File: src/core/ext_memory_pin_mux_pkg.sv
// package: encodings, field layout and pin indices of the memory pin group mux
package ext_memory_pin_mux_pkg;

	// ***********************************************
	// mode field values
	// ***********************************************
	localparam logic [2:0] MODE_GPIO_ONLY = 3'h0;
	localparam logic [2:0] MODE_ASYNC16   = 3'h2;
	localparam logic [2:0] MODE_NAND8     = 3'h5;

	// ***********************************************
	// pin group layout: index 0..49 = gp5..gp54, 50..57 = gp89..gp96
	// ***********************************************
	localparam int         PIN_COUNT      = 58;
	localparam int         LOW_GP_FIRST   = 5;
	localparam int         LOW_GP_LAST    = 54;
	localparam int         HIGH_GP_FIRST  = 89;
	localparam int         HIGH_GP_BASE   = 50;
	localparam int         COUNT_WIDTH    = 7;
	localparam logic [6:0] GPIO_MIN_OPT_C = 7'h0d;
	localparam logic [6:0] GPIO_RESET_CNT = 7'h3a;

	typedef enum logic [1:0] {
		FN_GPIO,
		FN_MEM,
		FN_PCI,
		FN_RMII
	} func_t;

	typedef enum logic [3:0] {
		OPT_A, OPT_B, OPT_C, OPT_D, OPT_E, OPT_F,
		OPT_G, OPT_H, OPT_J, OPT_K, OPT_UNLISTED
	} option_t;

	typedef struct packed {
		logic [2:0] memory_pin_mode;
		logic       pci_pin_enable;
		logic       rmii_select;
		logic       chip_select3_pin_choice;
		logic       chip_select4_pin_choice;
		logic       chip_select5_pin_choice;
	} config_t;

	typedef struct packed {
		func_t [PIN_COUNT-1:0] fn;
	} pin_map_t;

	localparam config_t CONFIG_RESET = '0;

	// position of a general io pin number in the pin map
	function automatic int gp_index(input int gp);
		return (gp <= LOW_GP_LAST) ? gp - LOW_GP_FIRST : gp - HIGH_GP_FIRST + HIGH_GP_BASE;
	endfunction

endpackage

File: src/core/config_option_classifier.sv
// classifier: names the major configuration option selected by the fields
`timescale 1ns/1ps

module config_option_classifier
	import ext_memory_pin_mux_pkg::*;
(
	input  wire config_t cfg_in,
	output option_t      option_out
);

	logic no_cs45;

	always_comb begin
		no_cs45 = !cfg_in.chip_select4_pin_choice && !cfg_in.chip_select5_pin_choice;
		option_out = OPT_UNLISTED;
		case ({cfg_in.pci_pin_enable, cfg_in.memory_pin_mode})
			{1'b0, MODE_GPIO_ONLY}: begin
				if (cfg_in.chip_select3_pin_choice || !no_cs45)
					option_out = OPT_UNLISTED;
				else
					option_out = cfg_in.rmii_select ? OPT_B : OPT_A;
			end
			{1'b0, MODE_ASYNC16}: begin
				if (!cfg_in.rmii_select)
					option_out = OPT_C;
				else if (no_cs45)
					option_out = OPT_D;
			end
			{1'b0, MODE_NAND8}: begin
				if (!cfg_in.rmii_select)
					option_out = OPT_E;
				else if (no_cs45)
					option_out = OPT_F;
			end
			{1'b1, MODE_GPIO_ONLY}: begin
				if (cfg_in.chip_select3_pin_choice || !no_cs45)
					option_out = OPT_UNLISTED;
				else
					option_out = cfg_in.rmii_select ? OPT_H : OPT_G;
			end
			{1'b1, MODE_NAND8}: begin
				if (!cfg_in.rmii_select)
					option_out = OPT_J;
				else if (no_cs45)
					option_out = OPT_K;
			end
			default: begin
				option_out = OPT_UNLISTED;
			end
		endcase
	end

endmodule // config_option_classifier

File: src/core/ext_memory_pin_mux.sv
// pin function multiplexer for the external memory pin group
//
// How it works
// - mode 2, no pci, no rmii: option C
// - chip select choice 1 routes its select, cs4/cs5 only with rmii off
// - chip select choice 0 gives general io, cs4/cs5 only with rmii off
// - option C: no pci, 16-bit, select 2
// - option C leaves at least thirteen io pins
// - mode 5 gives the 8-bit nand pinout
// - wait, output and write enables never muxed
// - sub-block 0 from mode, rmii, pci only
// - sub-block 1 from mode, selects, rmii
// - sub-block 3 from mode and pci only
`timescale 1ns/1ps

module ext_memory_pin_mux
	import ext_memory_pin_mux_pkg::*;
(
	input  wire logic             clk_in,
	input  wire logic             reset_n_in,
	input  wire logic [2:0]       memory_pin_mode_in,
	input  wire logic             pci_pin_enable_in,
	input  wire logic             rmii_select_in,
	input  wire logic             chip_select3_pin_choice_in,
	input  wire logic             chip_select4_pin_choice_in,
	input  wire logic             chip_select5_pin_choice_in,
	input  wire logic             memory_chip_select2_in,
	input  wire logic             memory_chip_select3_in,
	input  wire logic             memory_chip_select4_in,
	input  wire logic             memory_chip_select5_in,
	input  wire logic [3:0]       general_io_pin_in,
	output pin_map_t              pin_function_out,
	output option_t               config_option_out,
	output logic [COUNT_WIDTH-1:0] gpio_pin_count_out,
	output logic                  memory_control_fixed_out,
	output logic [3:0]            chip_select_pin_out
);

	// ***********************************************
	// field decode
	// ***********************************************
	config_t  cfg;
	option_t  option;
	pin_map_t map;

	assign cfg = '{memory_pin_mode: memory_pin_mode_in, pci_pin_enable: pci_pin_enable_in,
		rmii_select: rmii_select_in, chip_select3_pin_choice: chip_select3_pin_choice_in,
		chip_select4_pin_choice: chip_select4_pin_choice_in,
		chip_select5_pin_choice: chip_select5_pin_choice_in};

	config_option_classifier classifier (
		.cfg_in     (cfg),
		.option_out (option)
	);

	function automatic logic is_async16(input logic [2:0] mode);
		return mode == MODE_ASYNC16;
	endfunction

	function automatic logic is_any_mem(input logic [2:0] mode);
		return (mode == MODE_ASYNC16) || (mode == MODE_NAND8);
	endfunction

	// shared address pins: memory, pci or general io
	function automatic func_t addr_pin(input logic [2:0] mode, input logic pci);
		if (pci)
			return FN_PCI;
		return is_async16(mode) ? FN_MEM : FN_GPIO;
	endfunction

	// optional chip select pin, possibly rmii receive data
	function automatic func_t cs_pin(input logic rmii, input logic choice);
		if (rmii)
			return FN_RMII;
		return choice ? FN_MEM : FN_GPIO;
	endfunction

	function automatic logic [COUNT_WIDTH-1:0] count_gpio(input pin_map_t m);
		logic [COUNT_WIDTH-1:0] n;
		n = '0;
		for (int i = 0; i < PIN_COUNT; i++)
			n = n + COUNT_WIDTH'(m.fn[i] == FN_GPIO);
		return n;
	endfunction

	// ***********************************************
	// per pin function
	// ***********************************************
	always_comb begin
		map = '0;
		// sub-block 0
		for (int gp = 34; gp <= 43; gp++)
			map.fn[gp_index(gp)] = is_async16(cfg.memory_pin_mode) ? FN_MEM : FN_GPIO;
		for (int gp = 44; gp <= 51; gp++)
			map.fn[gp_index(gp)] = addr_pin(cfg.memory_pin_mode, cfg.pci_pin_enable);
		map.fn[gp_index(52)] = cfg.rmii_select ? FN_RMII : FN_GPIO;
		// sub-block 1
		map.fn[gp_index(33)] = cs_pin(cfg.rmii_select, cfg.chip_select5_pin_choice);
		map.fn[gp_index(32)] = cs_pin(cfg.rmii_select, cfg.chip_select4_pin_choice);
		for (int gp = 27; gp <= 31; gp++)
			map.fn[gp_index(gp)] = cfg.rmii_select ? FN_RMII : FN_GPIO;
		for (int gp = 14; gp <= 21; gp++)
			map.fn[gp_index(gp)] = is_any_mem(cfg.memory_pin_mode) ? FN_MEM : FN_GPIO;
		map.fn[gp_index(13)] = cfg.chip_select3_pin_choice ? FN_MEM : FN_GPIO;
		map.fn[gp_index(12)] = is_any_mem(cfg.memory_pin_mode) ? FN_MEM : FN_GPIO;
		for (int gp = 8; gp <= 9; gp++)
			map.fn[gp_index(gp)] = is_any_mem(cfg.memory_pin_mode) ? FN_MEM : FN_GPIO;
		for (int gp = 10; gp <= 11; gp++)
			map.fn[gp_index(gp)] = is_async16(cfg.memory_pin_mode) ? FN_MEM : FN_GPIO;
		for (int gp = 5; gp <= 7; gp++)
			map.fn[gp_index(gp)] = is_async16(cfg.memory_pin_mode) ? FN_MEM : FN_GPIO;
		// sub-block 3
		for (int gp = 89; gp <= 96; gp++)
			map.fn[gp_index(gp)] = addr_pin(cfg.memory_pin_mode, cfg.pci_pin_enable);
	end

	// ***********************************************
	// output registers
	// ***********************************************
	pin_map_t               next_pin_function;
	option_t                next_config_option;
	logic [COUNT_WIDTH-1:0] next_gpio_pin_count;
	logic [3:0]             next_chip_select_pin;

	always_comb begin
		next_pin_function   = map;
		next_config_option  = option;
		next_gpio_pin_count = count_gpio(map);
		// chip select 2 shares the nand and async data mode decode
		next_chip_select_pin[0] = (map.fn[gp_index(12)] == FN_MEM) ? memory_chip_select2_in : general_io_pin_in[0];
		next_chip_select_pin[1] = (map.fn[gp_index(13)] == FN_MEM) ? memory_chip_select3_in : general_io_pin_in[1];
		next_chip_select_pin[2] = (map.fn[gp_index(32)] == FN_MEM) ? memory_chip_select4_in : general_io_pin_in[2];
		next_chip_select_pin[3] = (map.fn[gp_index(33)] == FN_MEM) ? memory_chip_select5_in : general_io_pin_in[3];
	end

	always_ff @(posedge clk_in or negedge reset_n_in) begin
		if (!reset_n_in) begin
			pin_function_out         <= '0;
			config_option_out        <= OPT_A;
			gpio_pin_count_out       <= GPIO_RESET_CNT;
			memory_control_fixed_out <= 1'b1;
			chip_select_pin_out      <= 4'h0;
		end else begin
			pin_function_out         <= next_pin_function;
			config_option_out        <= next_config_option;
			gpio_pin_count_out       <= next_gpio_pin_count;
			memory_control_fixed_out <= 1'b1;
			chip_select_pin_out      <= next_chip_select_pin;
		end
	end

	// ***********************************************
	// checks
	// ***********************************************
	logic any_pci_out;

	always_comb begin
		any_pci_out = 1'b0;
		for (int i = 0; i < PIN_COUNT; i++)
			any_pci_out = any_pci_out | (pin_function_out.fn[i] == FN_PCI);
	end
endmodule // ext_memory_pin_mux

File: config.mk
export PLATFORM = sky130hd
export DESIGN_NAME = ext_memory_pin_mux
export DESIGN_NICKNAME = d
export VERILOG_FILES = /design/src/core/ext_memory_pin_mux_pkg.sv /design/src/core/config_option_classifier.sv /design/src/core/ext_memory_pin_mux.sv
export SDC_FILE = /design/constraint.sdc
export NUM_CORES = 1
export LEC_CHECK = 0
export BUFFER_PORTS_ARGS = -buffer_cell sky130_fd_sc_hd__buf_2
export CAP_MARGIN = 20
export CORE_MARGIN = 5
export CORE_UTILIZATION = 35
export CTS_BUF_LIST = sky130_fd_sc_hd__clkbuf_16
export DETAILED_ROUTE_END_ITERATION = 10
export HOLD_SLACK_MARGIN = 0.1
export PLACE_DENSITY_LB_ADDON = 0.3
export SYNTH_ARGS = -nofsm -noshare
export SYNTH_HDL_FRONTEND = slang
export SYNTH_SLANG_ARGS = --single-unit
File: constraint.sdc
create_clock -name clk_in -period 0.93 [get_ports clk_in]
set_input_delay 0.186 -clock clk_in [delete_from_list [all_inputs] [get_ports clk_in]]
set_output_delay 0.186 -clock clk_in [all_outputs]
set_load 0.03 [all_outputs]
# Word-level counts from Yosys, hierarchy flattened
# Index checks and enable logic that the tools add are counted.
[totals] inputBits=18 output_inout_bits=132 reg_bits=26 elab_cells=119
[classes] n_reduce_logical=14 eq_ne=10 muxes=28 add_sub_neg=57
[op_table] op="$add 7x1->7" n=44
[op_table] op="$add 7x1->7 const B" n=7
[op_table] op="$mux 4" n=7
[op_table] op="$pmux 4 s5" n=1
[op_table] op="$logic_not 2->1" n=7
[op_table] op="$mux 2" n=7
[op_table] op="$mux 1" n=13
[op_table] op="$eq 4x4->1 const B" n=2
[op_table] op="$add 6x1->7" n=1
[op_table] op="$add 5x1->6" n=1
[op_table] op="$add 4x1->5" n=1
[op_table] op="$add 3x1->4" n=1
[op_table] op="$eq 2x1->1 const B" n=2
[op_table] op="$eq 4x2->1 const B" n=1
[op_table] op="$eq 4x3->1 const B" n=1
[op_table] op="$logic_not 4->1" n=1
[op_table] op="$add 2x1->3" n=1
[op_table] op="$eq 3x2->1 const B" n=1
[op_table] op="$eq 3x3->1 const B" n=1
[op_table] op="$logic_not 1->1" n=3
[op_table] op="$add 1x1->2" n=1
[op_table] op="$eq 1x1->1 const B" n=2
[op_table] op="$logic_or 1x1->1" n=2
[op_table] op="$logic_and 1x1->1" n=1

# Logic depth before layout (Yosys ltp)
# Gate-level depths: netlist (run 1).
[depth] ltp_word=60 mapped_depth=12 ltp_nobuf=12

# Hierarchy
# From an unflattened synthesis (run 1), not the netlist that was laid out.
[unflattened] cells_unflattened=200 hier_area_um2=1930.6
[modules_own_cells] mod="ext_memory_pin_mux" cells_per_inst=185 n_inst=1 seq_area_each_um2=580.6 area_each_um2=1835.5
[modules_own_cells] mod="config_option_classifier" cells_per_inst=15 n_inst=1 seq_area_each_um2=0.0 area_each_um2=95.1

# Worst setup path after synthesis (run 1)
# Ideal clock, no wire load.
[synth_timing] path_type="input -> register" startpoint="input memory_pin_mode_in[0]" endpoint="register gpio_pin_count_out[6]" t_required_ns=0.799 path_stages=12 setup_time_ns=0.131 arrival_ns=2.045 path_slack_ns=-1.246 n_path_buf=0 path_cell_list="nor2_1 -> nand2_1 -> xnor2_1 -> fa_1 -> inv_1 -> ha_1 -> inv_1 -> fa_1 -> inv_1 -> a21o_1 -> a21oi_1 -> o21ai_0"
[synth_between] elab_chain_cells=60 word_cells_on_any_way=66 cone_classes="add/sub (57); eq/ne (2); mux (3); reduce/logical (4)"
[synth_lines] element="from (decl)" line_no="ext_memory_pin_mux.sv:21" rtl="input wire logic [2:0] memory_pin_mode_in,"
[synth_lines] element="$eq 3x2->1" line_no="ext_memory_pin_mux.sv:57, ext_memory_pin_mux.sv:61"
[synth_lines] element="$mux 1"
[synth_lines] element="$logic_not 2->1" line_no="ext_memory_pin_mux.sv:82" rtl="n = n + COUNT_WIDTH'(m.fn[i] == FN_GPIO);"
[synth_lines] element="$add 1x1->2" line_no="ext_memory_pin_mux.sv:82"
[synth_lines] element="$add 2x1->3" line_no="ext_memory_pin_mux.sv:82"
[synth_lines] element="$add 3x1->4" line_no="ext_memory_pin_mux.sv:82"
[synth_lines] element="$add 4x1->5" line_no="ext_memory_pin_mux.sv:82"
[synth_lines] element="$add 5x1->6" line_no="ext_memory_pin_mux.sv:82"
[synth_lines] element="$add 6x1->7" line_no="ext_memory_pin_mux.sv:82"
[synth_lines] element="$add 7x1->7 (50 in series)" line_no="ext_memory_pin_mux.sv:82"
[synth_lines] element="$add 7x1->7 *" line_no="ext_memory_pin_mux.sv:82"
[synth_lines] element="named net next_gpio_pin_count[6]" line_no="ext_memory_pin_mux.sv:122" rtl="logic [COUNT_WIDTH-1:0] next_gpio_pin_count;"
[synth_lines] element="to (signal assigned)" line_no="ext_memory_pin_mux.sv:146" rtl="gpio_pin_count_out <= next_gpio_pin_count;"
[synth_lines] element="to (decl)" line_no="ext_memory_pin_mux.sv:34" rtl="output logic [COUNT_WIDTH-1:0] gpio_pin_count_out,"
# The timed path passes the listed nets; every way through them passes the cells marked *.

# Final worst setup path (run 1)
[layout_timing] startpoint="input memory_pin_mode_in[0]" endpoint="register gpio_pin_count_out[2]"
# The elaborated chain is that of the path after synthesis.

==> metrics.txt, run 1 <==
Max clock buf depth=2; Worst setup SP type=input pin; Primary FF master, synth=dfrtp_1; routed len/inst=13.48 um; endpoints failing setup=102; Port Buffers=107; post-detailed-route count of antenna-violating nets=0; Post-Synthesis Cell Area=1887 um^2; class of the worst hold path=input pin to register; Synth area leader=buf_4; die footprint=6959 um^2; Die W=83.42 um; Core Area=5172 um^2; FMAX=514.3 MHz; # clock sinks=23; outcome=complete, but fails checks; Critical Path Source=memory_pin_mode_in[0]; Remaining Overflow, GRT=0; commonest non-fill, non-tap cells in the layout=buf_6 (108), conb_1 (42), buf_4 (26); Remaining DRCs=0; pwr dens=1358 nW/um^2; htree depth=1; top post-synthesis cells by area=buf_4 (43%), dfrtp_1 (25%), dfstp_2 (5.6%); P_sw=1612 uW; Area after DPL=2140 um^2; Nets=315; Clock Tree Root=clkbuf_16; Hold Fails Final Rpt=0; DRT Wirelength=4.826 mm; largest net degree at the start of global routing=15; Int Pwr=2618 uW; layout cells sized above 1=0.6944; Max Cap Violations=0; Design Area, Final=3114 um^2; Syn Area/Cell=9.341 um^2; final setup margin=-1.014 ns; RSZ-0062 raised after global routing=true; Synth top area share=0.4337; CTS tree=built; sequential element share of the synthesized area=0.3077; P&R area growth vs syn=65.05%; startpoint of the most critical hold path=memory_chip_select3_in; Comb pwr share=0.493; GRT Overall Usage=0.1267; die height=83.42 um; critical path class=input pin to register; Clock power frac=0.222; number of synthesized flops with an enable pin=0; Worst Path Required=1.07 ns; sw frac=0.3811; initial core utilization=0.3648; Inserted Diodes=0; first-pass GRT wire length=7.348 mm; Setup WS pre-CTS=-1.287 ns; cells after synthesis=202; synth warn=0; Worst VDD drop=998.9 uV; CP Data Arrival Time=2.09 ns; flops & latches, synth=23; Routability Congestion=0.7572; number of global-route vias before repair=1435; initial antenna violation count=0; detailed router's first-iteration violation count=15; CTS Buf Count=3; DR pass1 iterations=4; IO Pins=150; failing checks=negative setup slack; Synth cell types=31; fin crit period=1.944 ns; Pleak=0.001602 uW; post-DP HPWL=3.309 mm; Clk pin slew, worst setup/hold paths=0.06 ns; fin. max-slew vios=0; final cycle utilization of the critical path=2.091; Rows=26; critical-path maximum fanout=3; post-synthesis async set-or-reset flop share=1.000; sequential cell fraction of total power=0.285; DR vias=1437; crit path capture type=register; fillers=423; Via density=4.014; most common cell after layout, fill and taps aside=buf_6
## per-layer routing
layer | vias up | routed length [um] | global-route usage
li1 | 666 | - | -
met1 | 688 | 1639 | 0.1364
met2 | 79 | 2664 | 0.2449
met3 | 4 | 487 | 0.03465
met4 | 0 | 34 | 0.02632
met5 | - | 0 | 0
## timing repair
| item | in CTS | in global routing |
|---|---|---|
| hold endpoints to repair | 23 | 0 |
| endpoints found under the setup margin | 102 | 102 |
| pin swaps | 16 | 14 |
| buffers inserted | 13 | 8 |
| hold buffers | 1 | 0 |
| resized for setup | 199 | 35 |
## power by group through the flow
stage	logic [uW]	clock network [uW]	registers [uW]
finish	2090	940	1200
global route	2210	999	1220
detailed placement	1520	0	1210
CTS	1980	972	1210
global placement	1530	0	1210
floorplan	1190	0	1470
## critical path, cell delays in order
cell     delay, ns
buf_8         0.10
nor2_4        0.11
nand2_4       0.06
xnor2_2       0.14
fa_2          0.46
inv_2         0.07
ha_4          0.15
inv_4         0.03
fa_2          0.39
buf_4         0.14
buf_4         0.13
xnor2_2       0.12
## metrics by stage
| stage | total power [uW] | utilization | std cells | setup TNS, ns | hold WS (ns) |
|---|---|---|---|---|---|
| finish | 4230 | 0.6021 | 358 | -27.64 | 0.1640 |
| detailed placement | 2735 | 0.4136 | 336 | -11.13 | 0.08297 |
| global route | 4426 | 0.6021 | 358 | -30.51 | 0.1701 |
| CTS | 4153 | 0.5733 | 353 | -27.44 | 0.1512 |
| global placement | 2735 | 0.4136 | 336 | -10.85 | 0.08112 |
| floorplan | 2655 | - | 242 | -8.860 | -0.1096 |
## Yosys cell counts, drive strengths merged, types with 2 or more instances
| cell type | instances |
|---|---|
| dfrtp | 19 |
| inv | 9 |
| a21o | 3 |
| ha | 6 |
| or2 | 4 |
| nor2 | 8 |
| a21oi | 4 |
| conb | 2 |
| a21boi | 2 |
| dfstp | 4 |
| fa | 2 |
| o21ai | 3 |
| mux2 | 2 |
| buf | 110 |
| nand2b | 2 |
| nand2 | 3 |
| nand3 | 2 |
| a31o | 2 |
| xnor2 | 4 |
## logic make-up after synthesis
group           after synthesis  synth area share
buf+inv                     120            0.4562
flops                        23            0.3077
simple gates                 21           0.05636
compound gates               20           0.07427
xor+xnor                      5           0.02321
other cells                   2          0.003980
mux                           3           0.01724
fa+ha+maj                     8           0.06101
## sequential cells by signal (all words and copies together) (netlist names)
name	cells
pin_function_out	8
config_option_out	4
gpio_pin_count_out	7
chip_select_pin_out	4
## final timing paths
check / slack (ns) / cells past startpoint / endpoint
min in group asynchronous: 0.33 / 2 / gpio_pin_count_out[2]
worst max-delay path: -1.01 / 12 / gpio_pin_count_out[2]
max in group asynchronous: 0.23 / 3 / pin_function_out[111]
worst min-delay path: 0.16 / 2 / chip_select_pin_out[1]
## final cells by class
cell class / count / area [um^2] / share of cell area
Clock buffer: 3 / 75.07 / 0.02411
Timing Repair Buffer: 153 / 1567 / 0.5030
Clock inverter: 1 / 5.005 / 0.001607
Multi-Input combinational cell: 99 / 747.0 / 0.2399
Inverter: 9 / 36.28 / 0.01165
Tap cell: 70 / 87.58 / 0.02812
Sequential cell: 23 / 596.8 / 0.1916
(Power assumes the default switching activity.)
==> run 2: changes to the inputs <==
Settings changed: CAP_MARGIN 20 to 10, GPL_TIMING_DRIVEN set to 1.
Clock period 0.93 ns to 2.2 ns, I/O delays scaled along.
==> metrics.txt, run 2 (synthesized netlist as in run 1, its figures left out) <==
outcome=completed; Slew HR=0.6567; final cycle utilization of the critical path=0.9801; Routability Congestion=0.7329 (-3.2%); CTS tree=built; fillers=535 (+26%); Clk pin slew, worst setup/hold paths=0.06 ns (about the same); Critical Path Source=rmii_select_in; Max Cap Violations=0 (unchanged); CP max stage cell=fa_1; RSZ-0062 raised after global routing=true; Pleak=0.001288 uW (-20%); Core Area=5172 um^2 (unchanged); detailed router's first-iteration violation count=12 (-3); critical-path maximum fanout=3 (unchanged); Rows=26 (unchanged); commonest non-fill, non-tap cells in the layout=buf_2 (105), conb_1 (42), buf_4 (20); fin. max-slew vios=0 (unchanged); CP Data Arrival Time=2.34 ns (+0.25 ns); fin crit period=2.156 ns; GRT Overall Usage=0.1007 (-0.02593); Hold-fix buffers, CTS=0 (-1); FMAX=463.8 MHz; die height=83.42 um (unchanged); CP Cell Sequence=buf_2, or2_4, fa_1, inv_2, ha_4, buf_4, a211oi_2, o21bai_1, a32oi_1, xnor2_1; Remaining Overflow, GRT=0 (unchanged); post-detailed-route count of antenna-violating nets=0 (unchanged); power after layout=1520 uW (-64%); first-pass GRT wire length=5.920 mm (-19%); Max clock buf depth=2 (unchanged); Worst-Margin Slew=0.5149 ns; DR vias=1245 (-13%); IO Pins=150 (unchanged); # clock sinks=23 (unchanged); most common cell after layout, fill and taps aside=buf_2; Die W=83.42 um (unchanged); Inserted Diodes=0 (unchanged); pwr dens=713.1 nW/um^2 (-48%); final setup margin=0.04382 ns (+1.058 ns); post-layout util=0.4122 (-0.1899); Port Buffers=107 (unchanged); routed len/inst=11.21 um (-17%); Biggest register=pin_function_out; layout cells sized above 1=0.5878 (-0.1067); initial core utilization=0.3648 (unchanged); die footprint=6959 um^2 (unchanged); Via density=3.750 (-6.6%); htree depth=1 (unchanged); DR pass1 iterations=4 (unchanged); Setup WS pre-CTS=-0.2639 ns (+1.023 ns); P&R area growth vs syn=13.00%; Nets=289 (-8.3%); Hold Fails Final Rpt=0 (unchanged); largest net degree at the start of global routing=24 (+9); CTS Buf Count=3 (unchanged); Clock Tree Root=clkbuf_16; Remaining DRCs=0 (unchanged); critical path class=input pin to register; post-DP HPWL=3.164 mm (-4.4%); Largest register FFs=8 (unchanged); Worst setup SP type=input pin; crit-path max cell delay=0.54 ns (+0.08 ns); number of global-route vias before repair=1208 (-16%); Worst Path Required=2.38 ns (+1.31 ns); class of the worst hold path=input pin to async pin; Worst VDD drop=369.9 uV (-63%); biggest regs=pin_function_out (8), gpio_pin_count_out (7); DRT Wirelength=3.722 mm (-23%); crit path capture type=register; endpoints failing setup=0 (-100%); initial antenna violation count=0 (unchanged)
==> run 2: changes by cell type in the layout (fill, tap and decap cells not counted), sizes merged <==
cell	delta
buf	-25
clkinv	-1
dlygate4sd3	-1
inv	+1
==> run 2: cell type report <==
type	instances	area [um^2]	area share
Clock buffer	3	75.07	0.03521
Clock inverter	1	3.754	0.001761
Inverter	9	36.28	0.01702
Multi-Input combinational cell	99	646.9	0.3034
Sequential cell	23	580.6	0.2723
Tap cell	70	87.58	0.04108
Timing Repair Buffer	127	701.9	0.3292
==> run 2: routing by layer <==
layer | share of wire | global-route usage
met5 | 0 | 0
met4 | 0.0073 | 0.02193
met3 | 0.14 | 0.04059
met2 | 0.50 | 0.1859
met1 | 0.35 | 0.1075
==> run 2: worst max path at each step <==
stage                            end  slack [ns]  depth (start not counted)
3_5_place_dp   gpio_pin_count_out[4]       -0.26                         13
3_3_place_gp   gpio_pin_count_out[6]       -0.23                         13
4_1_cts        gpio_pin_count_out[5]      -0.002                         12
5_1_grt        gpio_pin_count_out[4]       -0.08                         13
2_1_floorplan  gpio_pin_count_out[6]       -0.08                         12
6_report       gpio_pin_count_out[5]        0.04                         10
==> run 2: power by group <==
| group | total, uW | switching, uW | internal, uW |
|---|---|---|---|
| sequential | 502 | 20.7 | 481 |
| clock | 386 | 143 | 242 |
| combinational | 633 | 449 | 184 |
| total | 1520 | 613 | 907 |
==> run 2: worst max-delay path, delay by kind of cell <==
kind | cells | cell delay [ns]
xor+xnor | 1 | 0.15
buf+inv | 3 | 0.28
fa+ha+maj | 2 | 0.70
compound gates | 3 | 0.51
simple gates | 1 | 0.25
==> run 2: repair_timing <==
item	in CTS	in global routing
buffers inserted	0	1
endpoints found under the setup margin	3	3
pin swaps	1	1
resized for setup	2	10
==> run 2: metrics by stage <==
step                       TNS [ns]  instances  area (um^2)  hold slack (ns)
after floorplan             -0.1556        242         2071           0.1444
after global placement      -0.9313        327         2009           0.4466
after detailed placement     -1.036        327         2009           0.4467
after CTS                 -0.001800        331         2098           0.1726
after global routing        -0.1561        332         2132           0.1878
final                             0        332         2132           0.1513
==> run 3: changes to the inputs <==
Settings changed: GPL_TIMING_DRIVEN 1 to 0.
==> metrics.txt, run 3 (synthesized netlist as in run 1, its figures left out) <==
GRT Overall Usage=0.1236 (+0.02284); die height=83.42 um (unchanged); outcome=completed; Routability Congestion=0.7557 (+3.1%); fin cells=426 (+28%); CP dominant cell by count=inv_2; power after layout=1628 uW (+7.1%); dpl cells=419 (+28%); largest net degree at the start of global routing=24 (unchanged); Remaining DRCs=0 (unchanged); Worst-Margin Slew=0.5278 ns (+0.01294 ns); FMAX=463.6 MHz (about the same); Port Buffers=107 (unchanged); Core Area=5172 um^2 (unchanged); DRT Wirelength=4.431 mm (+19%); crit-path max cell delay=0.53 ns (about the same); Hold-fix buffers, CTS=0 (unchanged); initial core utilization=0.3648 (unchanged); hold_ws=0.1450 ns (-0.006290 ns); biggest regs=pin_function_out (8), gpio_pin_count_out (7); CP Cell Sequence=buf_8, nor2_4, nand2_4, xnor2_2, fa_2, inv_2, ha_4, inv_2, fa_2, inv_2, a21o_1, a21oi_2, xor2_1; critical-path maximum fanout=4 (+1); pwr dens=572.3 nW/um^2 (-20%); Via density=3.582 (-4.5%); IO Pins=150 (unchanged); CP max stage cell=fa_2; routed len/inst=10.40 um (-7.2%); post-DP HPWL=3.824 mm (+21%); Inserted Diodes=0 (unchanged); Remaining Overflow, GRT=0 (unchanged); Hold Fails Final Rpt=0 (unchanged); Max Cap Violations=0 (unchanged); Clock Tree Root=clkbuf_16; Die W=83.42 um (unchanged); Design Area, Final=2845 um^2 (+33%); CTS tree=built; commonest non-fill, non-tap cells in the layout=buf_4 (112), buf_2 (105), conb_1 (42); Worst setup SP type=input pin; fin. max-slew vios=0 (unchanged); Slew HR=0.6468 (-0.009927); Rows=26 (unchanged); Max clock buf depth=2 (unchanged); die footprint=6959 um^2 (unchanged); Largest register FFs=8 (unchanged); # clock sinks=23 (unchanged); Worst Path Required=2.38 ns (about the same); Area after DPL=2694 um^2 (+34%); Pleak=0.001779 uW (+38%); most common cell after layout, fill and taps aside=buf_4; Worst VDD drop=445.4 uV (+20%); initial antenna violation count=0 (unchanged); post-detailed-route count of antenna-violating nets=0 (unchanged); htree depth=1 (unchanged); endpoints failing setup=0 (unchanged); P&R area growth vs syn=50.80%; Nets=383 (+33%); Biggest register=pin_function_out; critical path class=input pin to register; Clk pin slew, worst setup/hold paths=0.06 ns (about the same); detailed router's first-iteration violation count=36 (+24); final cycle utilization of the critical path=0.9804 (about the same); CTS Buf Count=3 (unchanged); class of the worst hold path=input pin to async pin; crit path capture type=register; CP Data Arrival Time=2.34 ns (about the same); DR vias=1526 (+23%); fin crit period=2.157 ns (+0.0007285 ns); first-pass GRT wire length=7.120 mm (+20%); RSZ-0062 raised after global routing=true; layout cells sized above 1=0.7022 (+0.1145); DR pass1 iterations=4 (unchanged); number of global-route vias before repair=1379 (+14%)
==> run 3: cell types whose count changed in the layout (fill, tap and decap cells not counted), sizes merged <==
cell,change
buf,+93
clkbuf,+1
==> run 3: worst paths after layout <==
| kind | start | endpoint | slack, ns | cells after the start |
|---|---|---|---|---|
| hold / removal | reset_n_in | chip_select_pin_out[1] | 0.14 | 1 |
| min in group clk_in | pci_pin_enable_in | pin_function_out[111] | 0.30 | 1 |
| setup / recovery | memory_pin_mode_in[0] | gpio_pin_count_out[4] | 0.04 | 13 |
| max in group asynchronous | reset_n_in | gpio_pin_count_out[4] | 1.69 | 1 |
==> run 3: through the flow <==
stage | setup TNS (ns) | utilization | setup slack, ns
final | 0 | 0.5501 | 0.04309
after CTS | 0 | 0.5443 | 0.005885
after global routing | -0.06815 | 0.5501 | -0.03812
after global placement | -1.287 | 0.5208 | -0.3587
after detailed placement | -1.321 | 0.5208 | -0.3588
after floorplan | -0.1556 | - | -0.07900
==> run 3: critical path: cells and delay by family <==
family,cells,cell delay (ns)
fa+ha+maj,3,0.89
compound gates,2,0.31
xor+xnor,2,0.30
buf+inv,4,0.22
simple gates,2,0.18
==> run 3: metal layers <==
layer	GRT usage	up-vias	part of all wire
met5	0	-	0
met4	0.03947	0	0.013
met3	0.04752	5	0.12
met2	0.2223	85	0.50
met1	0.1328	640	0.36
li1	-	796	-
==> run 3: final cells by class <==
class	count	area, um^2
Buffer	111	827.0
Clock buffer	3	75.07
Clock inverter	1	3.754
Fill cell	474	2327
Inverter	9	33.78
Multi-Input combinational cell	99	656.9
Sequential cell	23	580.6
Tap cell	70	87.58
Timing Repair Buffer	110	580.6
==> run 3: what timing repair did <==
item	4_1_cts	5_1_grt
pin swaps	6	3
buffers inserted	3	0
resized for setup	7	10
setup endpoints to repair	3	3
==> run 3: power by group <==
group          internal, uW  switching, uW  total (uW)  leakage (uW)
clock network           242            142         384     0.0000423
registers               481           24.7         506      0.000268
logic                   275            464         738       0.00147
